$ cat src/design/epm_pkg.sv
// Shared constants and types of the parallel port mode control block.
package epm_pkg;
  // Clock period of the system clock in nanoseconds.
  localparam int CLK_NS = 8;
  // Strobe width and data setup of the compatibility handshake in nanoseconds.
  localparam int STB_NS = 500;
  // Strobe width in clock cycles, a least time rounded up.
  localparam int STB_CYC = (STB_NS + CLK_NS - 1) / CLK_NS;
  // Width of the strobe timer.
  localparam int TMR_W = 8;
  // Port offsets as seen on the host register port.
  localparam logic [10:0] OFS_DATA = 11'h000;
  localparam logic [10:0] OFS_STAT = 11'h001;
  localparam logic [10:0] OFS_CTRL = 11'h002;
  localparam logic [10:0] OFS_FIFO = 11'h400;
  localparam logic [10:0] OFS_CFGB = 11'h401;
  localparam logic [10:0] OFS_XCTL = 11'h402;
  // Fixed value of configuration register A, an 8-bit implementation.
  localparam logic [7:0] CFGA_VAL = 8'h10;
  // Field positions of the extended port control register.
  localparam int XCTL_MODE_HI = 7;
  localparam int XCTL_MODE_LO = 5;
  localparam int XCTL_BITS_HI = 4;
  localparam int XCTL_BITS_LO = 2;
  // Reset value of the stored error-mask, DMA enable and service bits.
  localparam logic [2:0] XCTL_RST = 3'h5;
  // Field positions of the device control register.
  localparam int CTL_STB = 0;
  localparam int CTL_LFD = 1;
  localparam int CTL_INIT = 2;
  localparam int CTL_SEL = 3;
  localparam int CTL_DIR = 5;
  localparam int CTL_W = 6;
  localparam logic [CTL_W-1:0] CTL_RST = 6'h00;
  // Unused low bits of the device status register.
  localparam int STAT_LOW_W = 3;
  // Byte width, tag bit of a queued command and run-length field width.
  localparam int BYTE_W = 8;
  localparam int CMD_BIT = 8;
  localparam int RUN_W = 7;
  // Number of synchronised pin inputs.
  localparam int SYNC_W = 13;
  // Interrupt line and DMA channel codes of configuration register B.
  localparam logic [2:0] IRQ_C15 = 3'h6;
  localparam logic [2:0] IRQ_C14 = 3'h5;
  localparam logic [2:0] IRQ_C11 = 3'h4;
  localparam logic [2:0] IRQ_C10 = 3'h3;
  localparam logic [2:0] IRQ_C9 = 3'h2;
  localparam logic [2:0] IRQ_C7 = 3'h1;
  localparam logic [2:0] IRQ_C5 = 3'h7;
  localparam logic [2:0] SEL_NONE = 3'h0;
  localparam logic [2:0] DMA_C3 = 3'h3;
  localparam logic [2:0] DMA_C2 = 3'h2;
  localparam logic [2:0] DMA_C1 = 3'h1;
  // Port modes held in the mode field.
  typedef enum logic [2:0] {M_SPP = 3'b000, M_PS2 = 3'b001, M_PFIFO = 3'b010, M_ECP = 3'b011,
    M_EPP = 3'b100, M_RSVD = 3'b101, M_TEST = 3'b110, M_CFG = 3'b111} epm_mode_t;
  // States of the automatic link handshake.
  typedef enum logic [2:0] {L_IDLE = 3'b000, L_FSET = 3'b001, L_FSTB = 3'b010, L_FREL = 3'b011,
    L_RWAIT = 3'b100, L_RRLE = 3'b101, L_RACK = 3'b110} epm_link_t;
endpackage

$ cat src/design/epm_fifo_if.sv
// Carrier of the queue signals between the port logic and its FIFO.
`timescale 1ns/1ns
interface epm_fifo_if #(parameter int W = 9);
  // Write strobe and word, read strobe, flush, head word and fill flags.
  logic push;
  logic [W-1:0] wdata;
  logic pop;
  logic flush;
  logic [W-1:0] head;
  logic empty;
  logic full;
  modport ctl (output push, output wdata, output pop, output flush, input head, input empty, input full);
  modport mem (input push, input wdata, input pop, input flush, output head, output empty, output full);
endinterface

$ cat src/design/epm_fifo.sv
// Byte queue with a registered head word and honest full and empty flags.
`timescale 1ns/1ns
module epm_fifo
  import epm_pkg::*;
#(
  parameter int W = 9,
  parameter int AW = 4
)
(
  input wire logic clk,
  input wire logic sys_rst,
  epm_fifo_if.mem f
);
  // Number of words held.
  localparam int DEPTH = 1 << AW;
  // Storage, pointers and fill count.
  logic [W-1:0] mem_r [DEPTH];
  logic [AW-1:0] wp_r;
  logic [AW-1:0] rp_r;
  logic [AW:0] cnt_r;
  logic [W-1:0] head_r;
  logic do_push;
  logic do_pop;
  logic [AW-1:0] rp_nxt;
  // A write to a full queue and a read of an empty one are ignored.
  assign do_push = f.push && !f.full;
  assign do_pop = f.pop && !f.empty;
  assign rp_nxt = rp_r + AW'(do_pop);
  assign f.empty = (cnt_r == '0);
  assign f.full = (cnt_r == (AW + 1)'(DEPTH));
  assign f.head = head_r;
  // The storage array takes the written word.
  always_ff @(posedge clk)
  begin
    if (do_push)
    begin
      mem_r[wp_r] <= f.wdata;
    end
  end
  // Pointers and count move with each accepted access; flush empties the queue.
  always_ff @(posedge clk or posedge sys_rst)
  begin
    if (sys_rst)
    begin
      wp_r <= '0;
      rp_r <= '0;
      cnt_r <= '0;
    end
    else if (f.flush)
    begin
      wp_r <= '0;
      rp_r <= '0;
      cnt_r <= '0;
    end
    else
    begin
      wp_r <= wp_r + AW'(do_push);
      rp_r <= rp_nxt;
      cnt_r <= cnt_r + (AW + 1)'(do_push) - (AW + 1)'(do_pop);
    end
  end
  // The head register bypasses a word written into an otherwise empty queue.
  always_ff @(posedge clk or posedge sys_rst)
  begin
    if (sys_rst)
    begin
      head_r <= '0;
    end
    else if (f.flush)
    begin
      head_r <= '0;
    end
    else if (do_push && (cnt_r == (AW + 1)'(do_pop)))
    begin
      head_r <= f.wdata;
    end
    else
    begin
      head_r <= mem_r[rp_nxt];
    end
  end
endmodule

$ cat src/design/epm_cfgb_enc.sv
// Encoder of the interrupt line and DMA channel fields of configuration register B.
`timescale 1ns/1ns
module epm_cfgb_enc
  import epm_pkg::*;
(
  input wire logic [3:0] irq_line,
  input wire logic [1:0] dma_chan,
  output logic [2:0] irq_code,
  output logic [2:0] dma_code
);
  always_comb
  begin
    unique case (irq_line)
      4'hF: irq_code = IRQ_C15;
      4'hE: irq_code = IRQ_C14;
      4'hB: irq_code = IRQ_C11;
      4'hA: irq_code = IRQ_C10;
      4'h9: irq_code = IRQ_C9;
      4'h7: irq_code = IRQ_C7;
      4'h5: irq_code = IRQ_C5;
      default: irq_code = SEL_NONE;
    endcase
  end
  always_comb
  begin
    unique case (dma_chan)
      2'h3: dma_code = DMA_C3;
      2'h2: dma_code = DMA_C2;
      2'h1: dma_code = DMA_C1;
      default: dma_code = SEL_NONE;
    endcase
  end
endmodule

$ cat src/design/epm_port.sv
// Mode control and automatic link handshake of the extended parallel port.
`timescale 1ns/1ns
module epm_port
  import epm_pkg::*;
#(
  parameter int FIFO_AW = 4
)
(
  input wire logic clk,
  input wire logic sys_rst,
  input wire logic [10:0] io_addr,
  input wire logic io_wr,
  input wire logic io_rd,
  input wire logic [7:0] io_wdata,
  output logic [7:0] io_rdata,
  input wire logic enhanced_mode_option_cfg,
  input wire logic [3:0] irq_line_sel,
  input wire logic [1:0] dma_chan_sel,
  input wire logic irq_level,
  input wire logic [7:0] pd_in,
  output logic [7:0] pd_out,
  output logic pd_oe,
  input wire logic busy_in,
  input wire logic ack_n_in,
  input wire logic fault_n_in,
  input wire logic select_in,
  input wire logic perror_in,
  output logic data_latch_pulse_n_o,
  output logic data_latch_pulse_n_oe,
  output logic line_feed_ctl_n_o,
  output logic line_feed_ctl_n_oe,
  output logic printer_reset_line_o,
  output logic printer_reset_line_oe,
  output logic printer_select_line_o,
  output logic printer_select_line_oe,
  output logic epp_active
);
  // True for the two programmed-I/O modes.
  function automatic logic is_base(input epm_mode_t m);
    is_base = (m == M_SPP) || (m == M_PS2);
  endfunction

  // Two-stage synchroniser for every pin input.
  logic [SYNC_W-1:0] sy1_r;
  logic [SYNC_W-1:0] sy2_r;
  // Synchronised pin levels.
  logic [7:0] pd_s;
  logic busy_s;
  logic ack_n_s;
  logic fault_n_s;
  logic select_s;
  logic perror_s;
  // Mode field, a deferred mode and its valid flag.
  epm_mode_t mode_r;
  epm_mode_t mode_pend_r;
  logic pend_v_r;
  // Stored error-mask, DMA enable and service bits.
  logic [2:0] xbits_r;
  // Device control bits and the data latch.
  logic [CTL_W-1:0] ctl_r;
  logic [7:0] dlatch_r;
  // Link state, strobe timer and byte being sent.
  epm_link_t link_r;
  logic [TMR_W-1:0] tmr_r;
  logic [CMD_BIT:0] tx_r;
  // Received byte, pending run count and repeats left.
  logic [7:0] rx_r;
  logic rle_v_r;
  logic [RUN_W-1:0] rle_cnt_r;
  logic [RUN_W-1:0] rep_r;
  // Registered pin drive.
  logic [3:0] cpin_r;
  logic [3:0] coe_r;
  logic [7:0] pd_out_r;
  logic pd_oe_r;
  logic [7:0] rdata_r;
  logic epp_r;
  // Decoded mode conditions and queue strobes.
  logic dir_eff;
  logic fwd_auto;
  logic rev_auto;
  logic host_push;
  logic host_pop;
  logic link_push;
  logic link_pop;
  logic cap_rev;
  logic [3:0] cpin_nxt;
  epm_mode_t wmode;
  logic [2:0] irq_code;
  logic [2:0] dma_code;

  // Queue between the host side and the link.
  epm_fifo_if #(.W(CMD_BIT + 1)) fq ();

  // Queue storage.
  epm_fifo #(.W(CMD_BIT + 1), .AW(FIFO_AW)) u_fifo
  (
    .clk(clk),
    .sys_rst(sys_rst),
    .f(fq)
  );

  // Configuration register B field encoder.
  epm_cfgb_enc u_enc
  (
    .irq_line(irq_line_sel),
    .dma_chan(dma_chan_sel),
    .irq_code(irq_code),
    .dma_code(dma_code)
  );

  // Pins are caught twice before any logic looks at them.
  always_ff @(posedge clk or posedge sys_rst)
  begin
    if (sys_rst)
    begin
      sy1_r <= '0;
      sy2_r <= '0;
    end
    else
    begin
      sy1_r <= {pd_in, busy_in, ack_n_in, fault_n_in, select_in, perror_in};
      sy2_r <= sy1_r;
    end
  end
  assign {pd_s, busy_s, ack_n_s, fault_n_s, select_s, perror_s} = sy2_r;

  assign dir_eff = ctl_r[CTL_DIR] && (mode_r != M_SPP) && (mode_r != M_PFIFO);
  // handshake only in FIFO and ECP modes.
  assign fwd_auto = (mode_r == M_PFIFO) || ((mode_r == M_ECP) && !dir_eff);
  assign rev_auto = (mode_r == M_ECP) && dir_eff;
  assign wmode = epm_mode_t'(io_wdata[XCTL_MODE_HI:XCTL_MODE_LO]);

  // commands enter the queue only going forward.
  assign host_push = io_wr && (((io_addr == OFS_FIFO) && (fwd_auto || (mode_r == M_TEST)))
                     || ((io_addr == OFS_DATA) && (mode_r == M_ECP) && !dir_eff));
  // test mode reads the queue directly.
  assign host_pop = io_rd && (io_addr == OFS_FIFO) && (rev_auto || (mode_r == M_TEST));
  // A reverse byte is taken while the peripheral clocks it and room exists.
  assign cap_rev = (link_r == L_RWAIT) && !fq.full && !ack_n_s;
  // received data bytes are queued for the host.
  assign link_push = (cap_rev && busy_s) || ((link_r == L_RRLE) && !fq.full);
  assign link_pop = (link_r == L_IDLE) && fwd_auto && !fq.empty;

  // Queue strobes; host and link never write in the same direction.
  assign fq.push = host_push || link_push;
  assign fq.wdata = link_push ? {1'b0, ((link_r == L_RRLE) ? rx_r : pd_s)}
                    : {(io_addr == OFS_DATA), io_wdata};
  assign fq.pop = host_pop || link_pop;
  // queue held in reset in the programmed-I/O modes.
  // surplus reverse data is dropped on the way out.
  assign fq.flush = is_base(mode_r);

  // Mode field; a change from a forward mode to SPP or PS2 waits until the strobe is released.
  always_ff @(posedge clk or posedge sys_rst)
  begin
    if (sys_rst)
    begin
      mode_r <= M_SPP;
      mode_pend_r <= M_SPP;
      pend_v_r <= 1'b0;
    end
    else if (io_wr && (io_addr == OFS_XCTL))
    begin
      // defer the change while the strobe is low.
      if (is_base(wmode) && fwd_auto && (link_r == L_FSTB))
      begin
        mode_pend_r <= wmode;
        pend_v_r <= 1'b1;
      end
      else
      begin
        mode_r <= wmode;
        pend_v_r <= 1'b0;
      end
    end
    else if (pend_v_r && (link_r != L_FSTB))
    begin
      // the link is released forward before termination.
      mode_r <= mode_pend_r;
      pend_v_r <= 1'b0;
    end
  end

  // Stored control bits of the extended port control register.
  always_ff @(posedge clk or posedge sys_rst)
  begin
    if (sys_rst)
    begin
      xbits_r <= XCTL_RST;
    end
    else if (io_wr && (io_addr == OFS_XCTL))
    begin
      xbits_r <= io_wdata[XCTL_BITS_HI:XCTL_BITS_LO];
    end
  end

  // Device control bits and the output data latch.
  always_ff @(posedge clk or posedge sys_rst)
  begin
    if (sys_rst)
    begin
      ctl_r <= CTL_RST;
      dlatch_r <= '0;
    end
    else
    begin
      if (io_wr && (io_addr == OFS_CTRL))
      begin
        ctl_r <= io_wdata[CTL_W-1:0];
      end
      // In forward ECP mode this offset is the command queue instead.
      if (io_wr && (io_addr == OFS_DATA) && !((mode_r == M_ECP) && !dir_eff))
      begin
        dlatch_r <= io_wdata;
      end
    end
  end

  // Link handshake sequencer.
  always_ff @(posedge clk or posedge sys_rst)
  begin
    if (sys_rst)
    begin
      link_r <= L_IDLE;
      tmr_r <= '0;
      tx_r <= '0;
      rx_r <= '0;
      rle_v_r <= 1'b0;
      rle_cnt_r <= '0;
      rep_r <= '0;
    end
    else if (!(fwd_auto || rev_auto))
    begin
      // reserved, test and other modes run no handshake.
      link_r <= L_IDLE;
      rle_v_r <= 1'b0;
    end
    else
    begin
      unique case (link_r)
        L_IDLE:
        begin
          if (link_pop)
          begin
            // next queued byte goes out in order.
            tx_r <= fq.head;
            tmr_r <= (mode_r == M_PFIFO) ? TMR_W'(STB_CYC) : '0;
            link_r <= L_FSET;
          end
          else if (rev_auto)
          begin
            link_r <= L_RWAIT;
          end
        end
        L_FSET:
        begin
          // Data setup; the compatibility handshake also waits for not busy.
          if (tmr_r != '0)
          begin
            tmr_r <= tmr_r - 1'b1;
          end
          else if ((mode_r != M_PFIFO) || !busy_s)
          begin
            tmr_r <= TMR_W'(STB_CYC);
            link_r <= L_FSTB;
          end
        end
        L_FSTB:
        begin
          // ECP ends the strobe on busy; compatibility on the timer.
          if (mode_r == M_PFIFO)
          begin
            if (tmr_r != '0)
            begin
              tmr_r <= tmr_r - 1'b1;
            end
            else
            begin
              link_r <= L_FREL;
            end
          end
          else if (busy_s)
          begin
            link_r <= L_FREL;
          end
        end
        L_FREL:
        begin
          if (!busy_s)
          begin
            link_r <= L_IDLE;
          end
        end
        L_RWAIT:
        begin
          // take each byte while the queue has room.
          if (cap_rev)
          begin
            rx_r <= pd_s;
            link_r <= L_RACK;
            if (!busy_s)
            begin
              // A command byte with a clear top bit is a run count.
              if (!pd_s[BYTE_W-1])
              begin
                rle_v_r <= 1'b1;
                rle_cnt_r <= pd_s[RUN_W-1:0];
              end
            end
            else if (rle_v_r)
            begin
              // repeat the data byte count more times.
              rle_v_r <= 1'b0;
              rep_r <= rle_cnt_r;
              if (rle_cnt_r != '0)
              begin
                link_r <= L_RRLE;
              end
            end
          end
        end
        L_RRLE:
        begin
          if (!fq.full)
          begin
            rep_r <= rep_r - 1'b1;
            if (rep_r == RUN_W'(1))
            begin
              link_r <= L_RACK;
            end
          end
        end
        L_RACK:
        begin
          if (ack_n_s)
          begin
            link_r <= L_IDLE;
          end
        end
        default:
        begin
          link_r <= L_IDLE;
        end
      endcase
    end
  end

  // Next levels of strobe, line feed, init and select lines.
  always_comb
  begin
    cpin_nxt[0] = fwd_auto ? (link_r != L_FSTB) : !ctl_r[CTL_STB];
    if ((mode_r == M_ECP) && !dir_eff)
    begin
      // line feed high for data, low for a command.
      cpin_nxt[1] = !tx_r[CMD_BIT];
    end
    else if (rev_auto)
    begin
      // Line feed low means ready; high acknowledges a held byte.
      cpin_nxt[1] = !(((link_r == L_RWAIT) && !fq.full) || (link_r == L_RRLE));
    end
    else
    begin
      cpin_nxt[1] = !ctl_r[CTL_LFD];
    end
    cpin_nxt[2] = ctl_r[CTL_INIT];
    cpin_nxt[3] = !ctl_r[CTL_SEL];
  end

  always_ff @(posedge clk or posedge sys_rst)
  begin
    if (sys_rst)
    begin
      cpin_r <= '0;
      coe_r <= '0;
      pd_out_r <= '0;
      pd_oe_r <= 1'b0;
      epp_r <= 1'b0;
    end
    else
    begin
      // open collector drives only the low level.
      cpin_r <= (mode_r == M_SPP) ? '0 : cpin_nxt;
      coe_r <= (mode_r == M_SPP) ? ~cpin_nxt : '1;
      pd_out_r <= fwd_auto ? tx_r[BYTE_W-1:0] : dlatch_r;
      pd_oe_r <= !dir_eff;
      // EPP only with the option enabled.
      epp_r <= (mode_r == M_EPP) && enhanced_mode_option_cfg;
    end
  end

  // Read data register, loaded on each read strobe.
  always_ff @(posedge clk or posedge sys_rst)
  begin
    if (sys_rst)
    begin
      rdata_r <= '0;
    end
    else if (io_rd)
    begin
      unique case (io_addr)
        // live pin levels while the port is input.
        OFS_DATA: rdata_r <= dir_eff ? pd_s : dlatch_r;
        OFS_STAT: rdata_r <= {!busy_s, ack_n_s, perror_s, select_s, fault_n_s, {STAT_LOW_W{1'b0}}};
        OFS_CTRL: rdata_r <= BYTE_W'(ctl_r);
        OFS_FIFO: rdata_r <= (mode_r == M_CFG) ? CFGA_VAL : fq.head[BYTE_W-1:0];
        OFS_CFGB: rdata_r <= (mode_r == M_CFG) ? {1'b0, irq_level, irq_code, dma_code} : '0;
        // empty and full flags track the queue.
        OFS_XCTL: rdata_r <= {mode_r, xbits_r, fq.full, fq.empty};
        default: rdata_r <= '0;
      endcase
    end
  end

  // Outputs.
  assign io_rdata = rdata_r;
  assign pd_out = pd_out_r;
  assign pd_oe = pd_oe_r;
  assign data_latch_pulse_n_o = cpin_r[0];
  assign data_latch_pulse_n_oe = coe_r[0];
  assign line_feed_ctl_n_o = cpin_r[1];
  assign line_feed_ctl_n_oe = coe_r[1];
  assign printer_reset_line_o = cpin_r[2];
  assign printer_reset_line_oe = coe_r[2];
  assign printer_select_line_o = cpin_r[3];
  assign printer_select_line_oe = coe_r[3];
  assign epp_active = epp_r;
endmodule

$ cat config.mk
export PLATFORM = sky130hd
export DESIGN_NAME = epm_port
export DESIGN_NICKNAME = d
export VERILOG_FILES = /design/src/design/epm_pkg.sv /design/src/design/epm_fifo_if.sv /design/src/design/epm_fifo.sv /design/src/design/epm_cfgb_enc.sv /design/src/design/epm_port.sv
export SDC_FILE = /design/constraint.sdc
export NUM_CORES = 1
export LEC_CHECK = 0
export ABC_AREA = 1
export BUFFER_PORTS_ARGS = -buffer_cell sky130_fd_sc_hd__buf_4
export CAP_MARGIN = 5
export CORE_ASPECT_RATIO = 1.5
export CORE_MARGIN = 2
export CORE_UTILIZATION = 61
export CTS_CLUSTER_SIZE = 40
export DETAILED_ROUTE_END_ITERATION = 12
export GPL_ROUTABILITY_DRIVEN = 0
export PLACE_DENSITY_LB_ADDON = 0.15
export RECOVER_POWER = 100
export SLEW_MARGIN = 20
export SYNTH_ARGS = -nofsm -noshare
export SYNTH_HDL_FRONTEND = slang
export SYNTH_SLANG_ARGS = --single-unit
$ cat constraint.sdc
create_clock -name clk -period 6.3 [get_ports clk]
set_clock_uncertainty 0.1 [all_clocks]
set_input_delay 1.26 -clock clk [delete_from_list [all_inputs] [get_ports clk]]
set_output_delay 1.26 -clock clk [all_outputs]
set_load 0.005 [all_outputs]
==> impl_results.md, run 1 <==
- Run status: complete, but fails checks
- Failing checks: capacitance limit, slew limit
- Main area contributors after synthesis: edfxtp_1 34%, dfrtp_1 28%, nand3_1 8.8%, nand2_1 7.1%, o21ai_0 3.9%
- Synthesized instance count: 1255
- Distinct cells, synth: 46
- Most common cell after layout, fill and taps aside: nand2_1
- Final Hold Fails: 0
- Die Width: 121 um
- # IOs: 70
- CTS root buf: clkbuf_16
- Max-slew headroom: -1.40
- Post-CTS sizing: 0
- Worst-Margin Slew: 3.58 ns
- Synthesized area per cell: 10.0 um^2
- Filler cell count: 1583
- Period utilisation layout: 0.760
- Setup Buffers After CTS: 0
- CTS H-tree depth: 1
- Grt ovf: 0
- Synth Warn #: 0
- Share of cells above drive strength 1: 0.0948
- Clock slew at reported path FFs: 0.06 ns
- Syn-to-layout area delta: 11.4%
- Hold Crit Class: flop to flop
- RSZ-0062 raised after global routing: false
- CORE AREA: 20300 um^2
- Die area: 21800 um^2
- Min cycle time layout: 4.79 ns
- Max-cap viol count: 2
- Register bit count reported by yosys: 285
- Routed WL per cell: 20.1 um
- DRT Wirelength: 32.0 mm
- Initial DRC Count: 989
- Critical path data required time: 6.59 ns
- Critical path startpoint category: flop
- Clock Tree Buf Depth: 3
- Pin count of the biggest net entering global routing: 86
- Most frequent cells in the layout: 241 x nand2_1, 222 x nand3_1, 144 x edfxtp_1, 139 x dfrtp_1, 117 x inv_1
- WP data arrival: 5.07 ns
- Leakage power: 5.93 nW
- Total vias in the final route: 9499
- Critical Path Fanout Max: 75
- WHS: 0.248 ns
- Clock sinks: 285
- Residual DRC: 0
- FFs w/ async S/R, synth: 0.495
- Synth area leader: edfxtp_1
- Worst-Skew Late Latency: 0.53 ns
- Num rows: 64
- Cell Pwr Density: 483 nW/um^2
- Gr usage total: 0.300
- Fmax: 0.209 GHz
- Detail Route Antenna Nets: 0
- Detailed Routing Iterations Pass 1: 7
- Vias/cell: 5.96
- Slew Limit Fails: 162
- Register area share after synthesis: 0.626
- Ys flop type: edfxtp_1
- Post-route cell area: 14000 um^2
- Initial antenna violation count: 0
- Max VDD drop: 338 uV
- Die Height: 180 um
- First-pass GRT wire length: 50.4 mm
- WS Path Type: flop to flop
- Diode count: 0
- Post-synth net total: 1311
- CTS buffer count: 26
- Kind of end point of the critical path: flop
- Post-synth EDFFs: 144
- Port Buffers: 69
- Area after DPL: 13200 um^2
- Synth top area share: 0.345
- Via count of the first global-routing pass: 9514
- Placed wire-length estimate: 22.1 mm
- Layout Nets: 1365
- CTS Hold Buffers Added: 0
- TritonCTS clock tree: done
- Finish-stage setup viols: 0
- Initial Util: 0.619
- Cell Area, Synth: 12500 um^2
- TNS Setup: 0 ns
sequential cells by signal, summed over array words and instances, names as in the netlist, 5 cells and up:
register	flops
rx_r	8
dlatch_r	8
rep_r	7
sy1_r	13
io_rdata	8
sy2_r	13
tx_r	9
rle_cnt_r	7
u_fifo.mem_r	144
u_fifo.cnt_r	5
pd_out	8
u_fifo.f.head	9
ctl_r	6
tmr_r	8
path summary, 6_finish.rpt:
check | from | to | slack, ns | depth (start not counted)
max | mode_r[0] | u_fifo.f.head[6] | 1.51 | 17
min | sy1_r[10] | sy2_r[10] | 0.25 | 0
max reg2reg | mode_r[0] | u_fifo.f.head[6] | 1.51 | 17
min reg2reg | sy1_r[10] | sy2_r[10] | 0.25 | 0
max in group asynchronous | sys_rst | sy2_r[10] | 1.78 | 3
min in group asynchronous | sys_rst | io_rdata[4] | 1.69 | 2
power breakdown:
group / internal [mW] / total [mW] / switching (mW)
clock: 0.924 / 1.58 / 0.661
combinational: 0.799 / 2.68 / 1.88
sequential: 2.31 / 2.48 / 0.176
per-stage QoR:
| stage | std cells | power [mW] | setup slack (ns) | util |
|---|---|---|---|---|
| global route | 1593 | 7.17 | 0.988 | 0.690 |
| floorplan | 1255 | 4.37 | 1.16 | - |
| detailed placement | 1545 | 5.16 | 1.76 | 0.652 |
| global placement | 1545 | 5.10 | 1.85 | 0.652 |
| finish | 1593 | 6.75 | 1.51 | 0.690 |
| CTS | 1593 | 6.75 | 2.29 | 0.694 |
final cells by class:
class / count / area, um^2 / share of cell area
Sequential cell: 285 / 7860 / 0.562
Multi-Input combinational cell: 795 / 3940 / 0.282
Clock buffer: 40 / 734 / 0.0525
Timing Repair Buffer: 76 / 536 / 0.0383
Inverter: 125 / 470 / 0.0337
Tap cell: 264 / 330 / 0.0236
Clock inverter: 8 / 113 / 0.00806
cell families (layout without fill, tap and decap cells):
kind of cell    Yosys count  after routing  share of synthesized area
xor+xnor                  9              9                    0.00778
buf+inv                 175            249                     0.0563
simple gates            591            591                      0.210
mux                       8              8                    0.00748
compound gates          175            175                     0.0795
fa+ha+maj                12             12                     0.0126
flops                   285            285                      0.626
metal layers:
| layer | track usage | vias up | wire [um] |
|---|---|---|---|
| met5 | 0 | - | 0 |
| met4 | 0.221 | 0 | 2640 |
| met3 | 0.0425 | 136 | 1700 |
| met2 | 0.504 | 380 | 16200 |
| met1 | 0.345 | 4594 | 11500 |
| li1 | - | 4389 | - |
Yosys cell counts (2+ instances only):
library cell and n:
clkbuf_1 21, o31ai_1 3, buf_4 7, a211oi_1 5
nor3_1 12, xnor2_1 4, buf_2 19, a22o_1 2
nand3_1 221, inv_1 116, o2111ai_1 2, dfrtp_1 139
a21oi_1 29, nor2_4 3, dfstp_2 2, ha_1 11
nor4_1 5, a221oi_1 2, o21ai_0 97, nand2_1 238
o22ai_1 2, a32oi_1 5, o211ai_1 16, a31oi_1 8
xor2_1 4, clkinv_1 2, nand2_2 4, edfxtp_1 144
nor2_2 4, inv_2 7, o21ai_1 2, buf_1 3
nand4_1 3, nand2_4 4, nor2_1 90, nor3b_1 3
mux2_2 7
critical path: stages, from the launching register on:
cell and delay [ns]:
dfrtp_1 0.49, nand2_2 0.09, nor2_1 0.32, nand2_2 0.13, nand2_1 0.48, nand2_1 0.14
nand2_1 0.17, nand3_4 0.06, clkbuf_2 0.85, inv_1 0.23, ha_1 0.19, xnor2_1 0.12
buf_4 0.28, clkinv_1 0.46, nand3_1 0.24, nand3_1 0.11, nand2_1 0.09, a21oi_1 0.06
Note: power is estimated with default switching activity, not from simulation.
==> run 2: changes to the inputs <==
--- a/config.mk
+++ b/config.mk
@@ -10,7 +10,7 @@
 export CAP_MARGIN = 5
 export CORE_ASPECT_RATIO = 1.5
 export CORE_MARGIN = 2
-export CORE_UTILIZATION = 61
+export CORE_UTILIZATION = 55
 export CTS_CLUSTER_SIZE = 40
 export DETAILED_ROUTE_END_ITERATION = 12
 export GPL_ROUTABILITY_DRIVEN = 0
==> constraint.sdc (replaced) <==
create_clock -name clk -period 4.3 [get_ports clk]
set_clock_uncertainty 0.1 [all_clocks]
set_input_delay 0.86 -clock clk [delete_from_list [all_inputs] [get_ports clk]]
set_output_delay 0.86 -clock clk [all_outputs]
set_load 0.005 [all_outputs]
==> impl_results.md, run 2 (synthesized netlist as in run 1, its figures left out) <==
- Largest registers: u_fifo.mem_r x144, sy1_r x13, sy2_r x13
- Most common cell after layout, fill and taps aside: nand2_1
- Crit path max-delay family: simple AND/OR/NAND/NOR gates
- Die area: 24100 um^2
- Cell repeated most along the worst path: nand2_1
- DRT Wirelength: 33.0 mm
- Min cycle time layout: 3.77 ns
- Clock Tree Buf Depth: 3
- FF-to-FF setup slack: 0.53 ns
- Area of the multi-input gates: 3950 um^2
- Worst Setup SP: mode_r[0]
- Sw frac: 0.405
- Final Hold Fails: 0
- CTS root buf: clkbuf_16
- Vias/cell: 5.83
- TNS Setup: 0 ns
- Cell Pwr Density: 707 nW/um^2
- Failing checks: capacitance limit, slew limit
- Num rows: 67
- Fmax: 0.265 GHz
- Finish-stage setup viols: 0
- Critical Path Fanout Max: 72
- Gate power share: 0.399
- Sw Pwr: 4.05 mW
- Die Height: 189 um
- Detailed Routing Iterations Pass 1: 5
- Hold Crit Class: flop to flop
- WP depth: 15
- Most frequent cells in the layout: 241 x nand2_1, 221 x nand3_1, 144 x edfxtp_1, 139 x dfrtp_1, 117 x inv_1
- Register area: 7860 um^2
- Worst-Skew Late Latency: 0.54 ns
- Hold_sp: sy1_r[5]
- Total vias in the final route: 9485
- Routed WL per cell: 20.3 um
- Seq pwr share: 0.365
- Max-cap viol count: 1
- CORE AREA: 22400 um^2
- Diode count: 0
- Via count of the first global-routing pass: 9377
- WP buf/inv: 1
- Leakage power: 6.00 nW
- Setup Buffers After CTS: 0
- Gr usage total: 0.277
- Crit path to: u_fifo.f.head[8]
- Core Util, Final: 0.632
- Initial Util: 0.561
- Period utilisation layout: 0.877
- Initial antenna violation count: 0
- Residual DRC: 0
- RSZ-0062 raised after global routing: false
- First-pass GRT wire length: 51.5 mm
- CTS Hold Buffers Added: 0
- Critical Path Max Stage Delay: 0.63 ns
- Worst path cell trace: nand2_2 > nor2_1 > nand2_1 > nand2_1 > nand2_2 > nand2_1 > nand2_1 > nand2_4 > buf_4 > nand3_1 > nand3_1 > nand3_1 > nand3_1 > nand2_1 > a21oi_1
- WS Path Type: flop to flop
- Share of cells above drive strength 1: 0.105
- Clock sinks: 285
- Clock slew at reported path FFs: 0.06 ns
- Post-CTS sizing: 0
- Critical path startpoint category: flop
- TritonCTS clock tree: done
- Placed wire-length estimate: 22.6 mm
- WP data arrival: 4.13 ns
- Kind of end point of the critical path: flop
- CTS buffer count: 27
- Biggest register: u_fifo.mem_r
- Die Width: 127 um
- Crit-path slowest cell: buf_4
- Run status: complete, but fails checks
- Worst-Margin Slew: 3.13 ns
- Syn-to-layout area delta: 12.7%
- Slew Limit Fails: 142
- Clock power share: 0.235
- Internal power: 5.95 mW
- R2R depth: 15
- CTS H-tree depth: 1
- Port Buffers: 69
- Critical path data required time: 4.66 ns
- # IOs: 70
- Pin count of the biggest net entering global routing: 142
- Max-slew headroom: -1.08
- Largest register FFs: 144
- Initial DRC Count: 993
- Worst r2r src: mode_r[0]
- Layout Nets: 1386
- Grt ovf: 0
- Filler cell count: 1886
- Detail Route Antenna Nets: 0
- RR Endpoint: u_fifo.f.head[8]
- Max VDD drop: 438 uV
==> run 2: changes by cell type in the layout (fill, tap and decap cells not counted), moves of 2 or more <==
cell and delta:
buf_4 +5, clkbuf_1 +5, clkinv_1 +4, clkbuf_4 +3, clkinv_2 +3, clkbuf_2 -2
==> run 2: through the flow <==
stage | setup WS [ns] | power (mW) | hold slack [ns] | instance area (um^2) | instances
after floorplan | 0.889 | 6.40 | 0.231 | 12600 | 1255
final | 0.527 | 10.0 | 0.248 | 14100 | 1627
after CTS | 0.882 | 10.0 | 0.249 | 14300 | 1627
after global placement | 0.525 | 7.61 | 0.232 | 13400 | 1577
after global routing | 0.239 | 10.6 | 0.251 | 14100 | 1627
after detailed placement | 0.451 | 7.68 | 0.235 | 13400 | 1577
==> run 2: cell type report <==
class                   count  share of cell area
flip-flops and latches    285               0.555
multi-input cells         795               0.279
clock buffers              33              0.0501
repair buffers             96              0.0464
inverters                 125              0.0333
well taps                 276              0.0244
clock inverters            17              0.0111
==> run 2: worst min path at each step <==
stage / cells after the start / end
after floorplan: 0 / sy2_r[0]
after global placement: 0 / sy2_r[12]
after detailed placement: 0 / sy2_r[5]
after global routing: 0 / sy2_r[12]
after CTS: 0 / sy2_r[5]
final: 0 / sy2_r[5]
==> run 2: power groups by stage <==
stage / Combinational [mW] / Sequential (mW) / Clock (mW)
floorplan: 2.80 / 3.60 / 0
global placement: 3.92 / 3.69 / 0
detailed placement: 3.98 / 3.70 / 0
CTS: 4.00 / 3.65 / 2.39
global route: 4.44 / 3.69 / 2.49
finish: 3.99 / 3.65 / 2.35
==> run 2: metal layers <==
| layer | GRT usage | part of all wire | up-vias |
|---|---|---|---|
| met4 | 0.176 | 0.067 | 0 |
| met3 | 0.0302 | 0.050 | 125 |
| met2 | 0.483 | 0.51 | 392 |
| met1 | 0.324 | 0.37 | 4529 |
| li1 | - | - | 4439 |
| met5 | 0 | 0 | - |
